<file path="config.mk">
export PLATFORM = sky130hd
export DESIGN_NAME = slc_top
export DESIGN_NICKNAME = d
export VERILOG_FILES = /design/src/slc_pkg.sv /design/src/slc_sync.sv /design/src/slc_top.sv
export VERILOG_INCLUDE_DIRS = /design/src
export SDC_FILE = /design/constraint.sdc
export NUM_CORES = 1
export LEC_CHECK = 0
export ABC_CLOCK_PERIOD_IN_PS = 8300
export BUFFER_PORTS_ARGS = -buffer_cell sky130_fd_sc_hd__buf_2
export CAP_MARGIN = 5
export CORE_ASPECT_RATIO = 1.75
export CORE_MARGIN = 4
export CORE_UTILIZATION = 25
export DETAILED_ROUTE_END_ITERATION = 8
export GPL_TIMING_DRIVEN = 0
export HOLD_SLACK_MARGIN = 0.06
export SYNTH_ARGS = -nofsm -noshare
export SYNTH_HDL_FRONTEND = slang
export SYNTH_HIERARCHICAL = 1
export SYNTH_SLANG_ARGS = --single-unit
</file>
<file path="constraint.sdc">
create_clock -name ref_clk_i -period 8.3 [get_ports ref_clk_i]
set_input_delay 1.66 -clock ref_clk_i [delete_from_list [all_inputs] [get_ports ref_clk_i]]
set_output_delay 1.66 -clock ref_clk_i [all_outputs]
set_load 0.01 [all_outputs]
</file>
<file path="src/slc_params.svh">
// constants for the sequence launch control block
`ifndef SLC_PARAMS_SVH
`define SLC_PARAMS_SVH
`define SLC_SEL_W 6
`define SLC_BOOT_SEQ 6'h00
`define SLC_POL_RISE 1'b0
`define SLC_POL_FALL 1'b1
`define SLC_CMD_NONE 2'h0
`define SLC_CMD_RUN 2'h1
`define SLC_CMD_ABORT 2'h2
`define SLC_A_CTRL 4'h0
`define SLC_A_CMD 4'h4
`define SLC_A_STAT 4'h8
`define SLC_A_LAST 4'hc
`define SLC_CTRL_POL 0
`define SLC_CTRL_MASK_LO 8
`define SLC_CMD_GO 16
`define SLC_CMD_ABT 17
`define SLC_CTRL_RST 32'h0000_0000
`define SLC_EDGE_WARM 2'h3
`endif

</file>
<file path="src/slc_pkg.sv">
// types shared by the sequence launch control block
package slc_pkg;
   typedef enum logic [1:0] {SLC_SRC_BOOT, SLC_SRC_TERM, SLC_SRC_IO} slc_src_t;
   typedef enum {SLC_ST_BOOT, SLC_ST_IDLE, SLC_ST_RUN} slc_state_t;
endpackage

</file>
<file path="src/slc_sync.sv">
// two flip-flop synchroniser for a group of levels
`timescale 1ns/1ps
module slc_sync #(
   parameter int W = 7
) (
   input wire logic ref_clk_i,
   input wire logic rst_n_i,
   input wire logic [W-1:0] d_i,
   output logic [W-1:0] q_o
);
   logic [W-1:0] s1_reg;
   logic [W-1:0] s2_reg;
   // first stage feeds only the second
   always_ff @(posedge ref_clk_i or negedge rst_n_i) begin
      if (!rst_n_i) begin
         s1_reg <= '0;
         s2_reg <= '0;
      end else begin
         s1_reg <= d_i;
         s2_reg <= s1_reg;
      end
   end
   assign q_o = s2_reg;
endmodule

</file>
<file path="src/slc_top.sv">
// sequence launch control: boot, terminal and i/o launch of stored sequences
//
// The placing of the registers and the Avalon-MM interface to the registers were left to the implementer.
`timescale 1ns/1ps
`include "slc_params.svh"
module slc_top (
   input wire logic ref_clk_i,
   input wire logic nrst_i,
   input wire logic [3:0] avs_address,
   input wire logic avs_read,
   input wire logic avs_write,
   input wire logic [31:0] avs_writedata,
   output logic [31:0] avs_readdata,
   output logic avs_waitrequest,
   input wire logic [`SLC_SEL_W-1:0] seq_select_i,
   input wire logic start_i,
   input wire logic abort_i,
   output logic seq_launch_o,
   output logic [`SLC_SEL_W-1:0] seq_number_o,
   output slc_pkg::slc_src_t seq_source_o,
   output logic seq_running_o,
   output logic seq_abort_o
);
   import slc_pkg::*;

   ////////////////////////////////////////////////////////////////////////////
   logic rst_a_reg;
   logic rst_n_reg;
   always_ff @(posedge ref_clk_i or negedge nrst_i) begin
      if (!nrst_i) begin
         rst_a_reg <= 1'b0;
         rst_n_reg <= 1'b0;
      end else begin
         rst_a_reg <= 1'b1;
         rst_n_reg <= rst_a_reg;
      end
   end

   ////////////////////////////////////////////////////////////////////////////
   // synchronise select and start
   logic [`SLC_SEL_W:0] sync_q;
   slc_sync #(.W(`SLC_SEL_W + 1)) u_sync (
      .ref_clk_i(ref_clk_i),
      .rst_n_i(rst_n_reg),
      .d_i({start_i, seq_select_i}),
      .q_o(sync_q)
   );
   logic start_s;
   logic start_d_reg;
   logic abort_s_reg;
   logic [1:0] warm_reg, warm_next;
   logic edge_ok;
   assign start_s = sync_q[`SLC_SEL_W];
   // edges count only once the sync chain holds pin levels: a start pin
   // held high through reset would otherwise fake a rising edge
   always_comb begin
      warm_next = warm_reg;
      if (warm_reg != `SLC_EDGE_WARM) begin
         warm_next = warm_reg + 2'h1;
      end
   end
   always_ff @(posedge ref_clk_i or negedge rst_n_reg) begin
      if (!rst_n_reg) begin
         start_d_reg <= 1'b0;
         abort_s_reg <= 1'b0;
         warm_reg <= 2'h0;
      end else begin
         start_d_reg <= start_s;
         abort_s_reg <= abort_i;
         warm_reg <= warm_next;
      end
   end
   assign edge_ok = (warm_reg == `SLC_EDGE_WARM);

   // binary number, masked bits read zero
   function automatic logic [`SLC_SEL_W-1:0] sel_num(
      input logic [`SLC_SEL_W-1:0] raw,
      input logic [`SLC_SEL_W-1:0] msk
   );
      sel_num = raw & ~msk;
   endfunction

   ////////////////////////////////////////////////////////////////////////////
   // registers: ctrl holds polarity and the hold assignment mask
   logic pol_reg, pol_next;
   logic [`SLC_SEL_W-1:0] mask_reg, mask_next;
   logic [`SLC_SEL_W-1:0] cmd_num_reg, cmd_num_next;
   logic cmd_go_reg, cmd_go_next;
   logic cmd_abt_reg, cmd_abt_next;
   logic [31:0] rdata_reg, rdata_next;
   logic wait_reg, wait_next;
   logic req;
   assign req = avs_read | avs_write;

   always_comb begin
      pol_next = pol_reg;
      mask_next = mask_reg;
      cmd_num_next = cmd_num_reg;
      cmd_go_next = 1'b0;
      cmd_abt_next = 1'b0;
      rdata_next = rdata_reg;
      // one wait cycle per access keeps read data registered
      wait_next = 1'b1;
      if (req && wait_reg) begin
         // first edge: read data registered, waitrequest drops next cycle
         wait_next = 1'b0;
         if (avs_read) begin
            case (avs_address)
               `SLC_A_CTRL: rdata_next = {16'h0000, 2'h0, mask_reg, 7'h00, pol_reg};
               `SLC_A_CMD: rdata_next = {26'h0, cmd_num_reg};
               `SLC_A_STAT: rdata_next = {22'h0, seq_source_o, seq_running_o,
                                          1'b0, seq_number_o};
               `SLC_A_LAST: rdata_next = {26'h0, sel_num(sync_q[`SLC_SEL_W-1:0], mask_reg)};
               default: rdata_next = 32'h0000_0000;
            endcase
         end
      end else if (avs_write) begin
         // write lands on the edge that sees waitrequest low
         case (avs_address)
            `SLC_A_CTRL: begin
               pol_next = avs_writedata[`SLC_CTRL_POL];
               mask_next = avs_writedata[`SLC_CTRL_MASK_LO +: `SLC_SEL_W];
            end
            `SLC_A_CMD: begin
               cmd_num_next = avs_writedata[`SLC_SEL_W-1:0];
               cmd_go_next = avs_writedata[`SLC_CMD_GO];
               cmd_abt_next = avs_writedata[`SLC_CMD_ABT];
            end
            default: begin
            end
         endcase
      end
   end

   always_ff @(posedge ref_clk_i or negedge rst_n_reg) begin
      if (!rst_n_reg) begin
         pol_reg <= `SLC_POL_RISE;
         mask_reg <= '0;
         cmd_num_reg <= '0;
         cmd_go_reg <= 1'b0;
         cmd_abt_reg <= 1'b0;
         rdata_reg <= `SLC_CTRL_RST;
         wait_reg <= 1'b1;
      end else begin
         pol_reg <= pol_next;
         mask_reg <= mask_next;
         cmd_num_reg <= cmd_num_next;
         cmd_go_reg <= cmd_go_next;
         cmd_abt_reg <= cmd_abt_next;
         rdata_reg <= rdata_next;
         wait_reg <= wait_next;
      end
   end
   assign avs_readdata = rdata_reg;
   assign avs_waitrequest = wait_reg;

   ////////////////////////////////////////////////////////////////////////////
   logic rise, fall, io_go, io_abt;
   assign rise = start_s & ~start_d_reg & edge_ok;
   assign fall = ~start_s & start_d_reg & edge_ok;
   assign io_go = (pol_reg == `SLC_POL_RISE) ? rise : fall;
   assign io_abt = (pol_reg == `SLC_POL_FALL) ? rise : 1'b0;

   slc_state_t st_reg, st_next;
   logic launch_next, abort_next, running_next;
   logic [`SLC_SEL_W-1:0] num_reg, num_next;
   slc_src_t src_reg, src_next;

   always_comb begin
      st_next = st_reg;
      num_next = num_reg;
      src_next = src_reg;
      launch_next = 1'b0;
      abort_next = 1'b0;
      case (st_reg)
         // boot sequence without any start input
         SLC_ST_BOOT: begin
            st_next = SLC_ST_RUN;
            num_next = `SLC_BOOT_SEQ;
            src_next = SLC_SRC_BOOT;
            launch_next = 1'b1;
         end
         SLC_ST_IDLE, SLC_ST_RUN: begin
            // abort input or terminal abort bit ends a run; at polarity 1 the rising edge too
            if ((abort_s_reg || io_abt || cmd_abt_reg) && st_reg == SLC_ST_RUN) begin
               st_next = SLC_ST_IDLE;
               abort_next = 1'b1;
            end else if (io_go) begin
               st_next = SLC_ST_RUN;
               num_next = sel_num(sync_q[`SLC_SEL_W-1:0], mask_reg);
               src_next = SLC_SRC_IO;
               launch_next = 1'b1;
            end else if (cmd_go_reg) begin
               st_next = SLC_ST_RUN;
               num_next = cmd_num_reg;
               src_next = SLC_SRC_TERM;
               launch_next = 1'b1;
            end
         end
         default: st_next = SLC_ST_IDLE;
      endcase
      running_next = (st_next == SLC_ST_RUN);
   end

   logic launch_reg, abort_reg, running_reg;
   always_ff @(posedge ref_clk_i or negedge rst_n_reg) begin
      if (!rst_n_reg) begin
         st_reg <= SLC_ST_BOOT;
         num_reg <= '0;
         src_reg <= SLC_SRC_BOOT;
         launch_reg <= 1'b0;
         abort_reg <= 1'b0;
         running_reg <= 1'b0;
      end else begin
         st_reg <= st_next;
         num_reg <= num_next;
         src_reg <= src_next;
         launch_reg <= launch_next;
         abort_reg <= abort_next;
         running_reg <= running_next;
      end
   end
   assign seq_launch_o = launch_reg;
   assign seq_abort_o = abort_reg;
   assign seq_number_o = num_reg;
   assign seq_source_o = src_reg;
   assign seq_running_o = running_reg;

   ////////////////////////////////////////////////////////////////////////////
   // boot launch right after reset
   AST_BOOT: assert property (@(posedge ref_clk_i)
      $rose(rst_n_reg) |-> ##1 (seq_launch_o && seq_number_o == `SLC_BOOT_SEQ &&
      seq_source_o == SLC_SRC_BOOT))
      else $error("boot sequence not launched");
   // release of start never aborts at polarity 0
   AST_NO_FALL_ABORT: assert property (@(posedge ref_clk_i) disable iff (!rst_n_reg)
      (!pol_reg && fall && !abort_s_reg && !cmd_abt_reg) |=> !seq_abort_o)
      else $error("falling start aborted at polarity 0");
   // rising start aborts at polarity 1
   AST_RISE_ABORT: assert property (@(posedge ref_clk_i) disable iff (!rst_n_reg)
      (pol_reg && rise && seq_running_o) |=> seq_abort_o && !seq_running_o)
      else $error("rising start did not abort");
   // launched io number equals masked select
   AST_IO_NUM: assert property (@(posedge ref_clk_i) disable iff (!rst_n_reg)
      (seq_launch_o && seq_source_o == SLC_SRC_IO) |->
      seq_number_o == ($past(sync_q[`SLC_SEL_W-1:0]) & ~$past(mask_reg)))
      else $error("io number wrong");
   // masked bits are zero in number
   AST_MASK: assert property (@(posedge ref_clk_i) disable iff (!rst_n_reg)
      (seq_launch_o && seq_source_o == SLC_SRC_IO) |->
      (seq_number_o & $past(mask_reg)) == 6'h00)
      else $error("masked select bit leaked");
   AST_CMD: assert property (@(posedge ref_clk_i) disable iff (!rst_n_reg)
      (cmd_go_reg && !io_go && !abort_s_reg && !cmd_abt_reg && !io_abt &&
      st_reg != SLC_ST_BOOT) |=> seq_launch_o && seq_number_o == $past(cmd_num_reg))
      else $error("run command not launched");
   AST_ABORT: assert property (@(posedge ref_clk_i) disable iff (!rst_n_reg)
      (abort_s_reg && seq_running_o && st_reg == SLC_ST_RUN) |=> !seq_running_o)
      else $error("abort input ignored");
   // active edge launches on the next cycle
   AST_LAT: assert property (@(posedge ref_clk_i) disable iff (!rst_n_reg)
      (io_go && !abort_s_reg && !cmd_abt_reg && !io_abt) |=> seq_launch_o)
      else $error("io launch missing");
endmodule

</file>
* Word-level counts from Yosys, hierarchy flattened *
Cells that the tools add are included.

storage, ports and cells
  word-level logic and storage cells = 82
  flip-flop bits (word level) = 111
  bits of input ports = 48
  output and inout bits = 44

operators by class
  mux-type cells = 28
  add/subtract/negate cells = 1
  equality and inequality tests = 11
  reductions and logical operators = 12
  bitwise gates (word level) = 10

operator list
  kind                                             count
  2-to-1 mux 32 bit                                3
  == test 32 x 3 -> 1 bit (second input constant)  2
  one-hot mux 32 bit (2 select lines)              1
  one-hot mux 14 bit (4 select lines)              1
  == test 32 x 1 -> 1 bit (second input constant)  1
  == test 32 x 2 -> 1 bit (second input constant)  1
  zero test 32 bit                                 1
  2-to-1 mux 6 bit                                 3
  2-to-1 mux 1 bit                                 14
  one-hot mux 6 bit (2 select lines)               1
  AND reduction 3 bit                              3
  == test 4 bit (second input constant)            2
  bitwise AND 6 bit                                1
  2-to-1 mux 2 bit                                 3
  NOT 6 bit                                        1
  bitwise AND 1 bit                                4
  == test 4 x 3 -> 1 bit (second input constant)   1
  zero test 4 bit                                  1
  != test 2 bit (second input constant)            2
  one-hot mux 2 bit (2 select lines)               1
  != test 3 bit (second input constant)            1
  NOT 1 bit                                        3
  adder 2 x 1 -> 2 bit (second input constant)     1
  == test 2 bit (second input constant)            1
  7 further kinds                                  9

* Longest topological paths before layout *
  word-level depth = 10
  depth in mapped cells = 7
  gate-level depth less buffers = 6

* Cells and area by module *
Netlist, hierarchy kept.

modules (own cells, without submodules)
  module    cells an instance  area each (um^2)  times used
  slc_top   227                3093.0            1
  slc_sync  14                 350.3             1

* Least setup slack after synthesis *
Ideal clock, no wire load.

  path kind = input to register
  start point = input avs_address[2]
  end point = register rdata_reg[0] (netlist: avs_readdata[0])
  stages = 4
  library setup time = 0.136 ns
  data arrival time = 2.577 ns
  required time = 8.164 ns
  path slack = 5.587 ns
  path through = clkbuf_1 mux4_2 nand2_1 o21ai_0

on the way
  word-level cells in the longest chain between the ends = 2
  elaborated cells between the ends (all ways) = 5
  those cells by class = eq/ne (3); mux (1); reduce/logical (1)

RTL lines
  item                                         RTL line        RTL
  from (decl)                                  slc_top.sv:9    input wire logic [3:0] avs_address,
  == test 4 bit, or another cell as far along  slc_top.sv:108  case (avs_address)
  one-hot mux 14 bit (4 select lines) *        slc_top.sv:108
  to (signal assigned)                         slc_top.sv:142  rdata_reg <= `SLC_CTRL_RST;
  to (signal assigned)                         slc_top.sv:150  rdata_reg <= rdata_next;
  to (decl)                                    slc_top.sv:90   logic [31:0] rdata_reg, rdata_next;

Mark *: on every way between the ends. The rest lies on a longest branch, timed or not.
A chain may end at the register's enable or synchronous reset.

* Worst setup path in the final report *
  start point = input avs_address[3]
  end point = register rdata_reg[3] (netlist: avs_readdata[3])

The elaborated chain is that of the path after synthesis.

==> impl_metrics.yaml <==
outcome:
  status: "finished, final reports clean"
clock_tree:
  post-cts-setup-buffer-count: 0
  postCtsHoldBufs: 0
  clk_pin_slew_ps: 60
  cts_resized: 0
  clock-sinks: 92
  clockBufferDepth: 2
  h-tree-depth: 3
  cts_root_buf: "clkbuf_16"
  clk_latency_ps: 330
  cts_tree: "built"
  cts_made_buffers: 9
grt:
  grt_use_total_pct: 9.02
  met2_usage_pct: 15.8
  grt-busiest-layer: "met2"
  grt_max_degree: 49
  first_global_vias: 2139
  use_met1_pct: 8.82
  gr-total-overflow: 0
  met3_usage_pct: 4.23
  grt_pass1_wl_mm: 11.0
  antenna_found_initial: 3
logic_synthesis:
  seq_area_frac_synth_pct: 66.9
  synth_compound_area_share_pct: 5.63
  ys_types: 37
  syn_area_per_cell_sq_um: 14.3
  synth_top_family_by_area: "multiplexers"
  synth_area_sq_mm: 0.00344
  yosys.area_share.simple_pct: 8.68
  async_flop_share_pct: 100
  syn_inst: 241
  yosys.area_share.adder_pct: 0.363
  synthMuxAreaShare_pct: 12.2
  yosysWarnings: 6
  synth_seq_cells: 92
  synth_ff_type: "dfrtp_1"
  synth_edf_count: 0
  synth_xor_area_share_pct: 0.509
critical_path:
  crit_path_start_kind: "input pin"
  cp-startpoint: "avs_address[3]"
  critPathMaxStageDelay_ps: 470
  crit_type: "input pin to register"
  end_kind: "register"
  critPathMaxFanout: 10
  r2r_start: "warm_reg[0]"
  crit_required_ps: 8550
  crit_slowest_cell: "buf_1"
  critPathArrivalTime_ps: 2960
  crit_chain: "buf_2 -> buf_1 -> nor2b_1 -> a22oi_1 -> o21ai_0"
route:
  drc_errors: 0
  firstDrtPassIters: 4
  vias: 2084
  wl_per_cell_microns: 12.7
  ant_nets: 0
  finalWirelength_mm: 6.75
  vias_per_cell: 3.91
  drt_iter0_drc: 61
floorplanning:
  die_area_sq_mm: 0.0158
  start_util_pct: 25.6
  die_y_microns: 163
  die_w_microns: 96.7
  io_pins: 92
  core_area_sq_mm: 0.0135
  rows: 56
cells_and_area:
  drive_above_1_share_pct: 34.0
  area_growth_pct: 30.8
  nNetsFinal: 403
  largest_register_ffs: 32
  num_antenna_cells: 0
  design_area_sq_mm: 0.00450
placement:
  place_area_sq_mm: 0.00414
  place_congestion: 0.746
  hpwl_mm: 5.33
  portBuffers: 53
power:
  ir_drop_uv: 108
  p_leak_nw: 2.23
  powerDensity_mw_per_mm2: 237
timing:
  tns_ps: 0
  fmax_mhz: 370
  final_hold_viol_count: 0
  period_share_pct: 32.6
  tightest_slew_ps: 594
  report.final.slew_viol_count: 0
  rsz0062_at_grt: "false"
  setup-violations-final: 0
  fin_crit_ps: 2710
  max_slew_margin_pct: 60.4
  clock_skew_ps: 5.96
min_path:
  hp-class: "register to async pin"
job:
  maxCapViolations: 0
## power by group
part	total [W]	switching (W)	internal, W	leakage (nW)
registers	0.000497	0.0000199	0.000478	1.14
logic	0.0000795	0.0000397	0.0000398	0.919
clock network	0.000489	0.000156	0.000333	0.177
total	0.00107	0.000216	0.000850	2.23
## worst paths after layout
check                                  end  slack [ps]  cells past startpoint
setup reg to reg           seq_number_o[0]        6150                      7
hold / removal                   st_reg[6]         330                      0
setup / recovery           avs_readdata[3]        5590                      5
hold reg to reg                  st_reg[6]         330                      0
min in group ref_clk_i       u_sync/q_o[0]         340                      0
max in group asynchronous        rst_n_reg        7090                      1
## critical path, delay by kind of cell
family                 cells  cell delay [ps]
AOI/OAI and AO/OA          2              320
and+or+nand+nor            1              400
buffers and inverters      2              580
## cell usage after synthesis, drive strengths merged (2+ instances only)
cell type  instances  area share, %
dfrtp             91             66
mux2              26            9.3
buf               21            4.6
nand2             14            1.6
nor2              12            1.3
mux2i              8            2.3
o21ai              8            1.2
nor2b              7            1.3
nor4               7            1.3
inv                6           0.65
a22oi              5            1.1
a22o               4            1.0
nand3              4           0.58
nor3               4           0.58
o31ai              3           0.65
a21o               2           0.47
and4               2           0.51
clkbuf             2           0.22
conb               2           0.22
## metal layers
metal | up-vias | routed length, microns
li1 | 997 | -
met1 | 993 | 2340
met2 | 69 | 3650
met3 | 19 | 541
met4 | 6 | 187
met5 | - | 28
## stage by stage
| stage | util, % | std cells | power [W] | setup slack (ps) | hold slack (ps) |
|---|---|---|---|---|---|
| floorplan | - | 289 | 0.000556 | 5550 | 331 |
| global placement | 30.5 | 516 | 0.000581 | 4720 | 332 |
| detailed placement | 30.8 | 517 | 0.000587 | 5240 | 335 |
| CTS | 33.5 | 533 | 0.00108 | 5600 | 346 |
| global route | 33.5 | 533 | 0.00111 | 5500 | 350 |
| finish | 33.5 | 533 | 0.00107 | 5590 | 326 |
## kinds of logic after synthesis
group	after synthesis
flops	92
simple gates	56
mux	35
buf+inv	29
compound gates	24
other cells	2
xor+xnor	2
fa+ha+maj	1
## final cells by class
class / instances / area (sq um)
timing repair buffer: 54 / 293
clock buffer: 12 / 246
clock inverter: 4 / 120
sequential: 92 / 2310
tap: 174 / 218
inverter: 6 / 22.5
buffer: 23 / 165
multi-input combinational: 168 / 1130
fill: 1329 / 8950
## cell usage in the layout, fill, tap and decap left out, types with 2 or more instances in the layout
master,netlist,routed
nand2_1,13,13
a22o_1,4,4
inv_1,6,6
a22oi_1,5,5
nor4_1,7,7
clkbuf_16,0,9
bufinv_16,0,4
nor3_1,4,4
clkbuf_1,2,4
conb_1,2,50
dfrtp_1,91,90
buf_2,0,53
mux2_2,19,19
nor2_1,12,12
o31ai_1,3,3
and4_1,2,2
nand3_1,4,4
o21ai_0,8,8
mux2_4,7,7
buf_4,19,19
mux2i_1,8,8
nor2b_1,7,7
No activity file was read; power rests on OpenSTA's default activity.
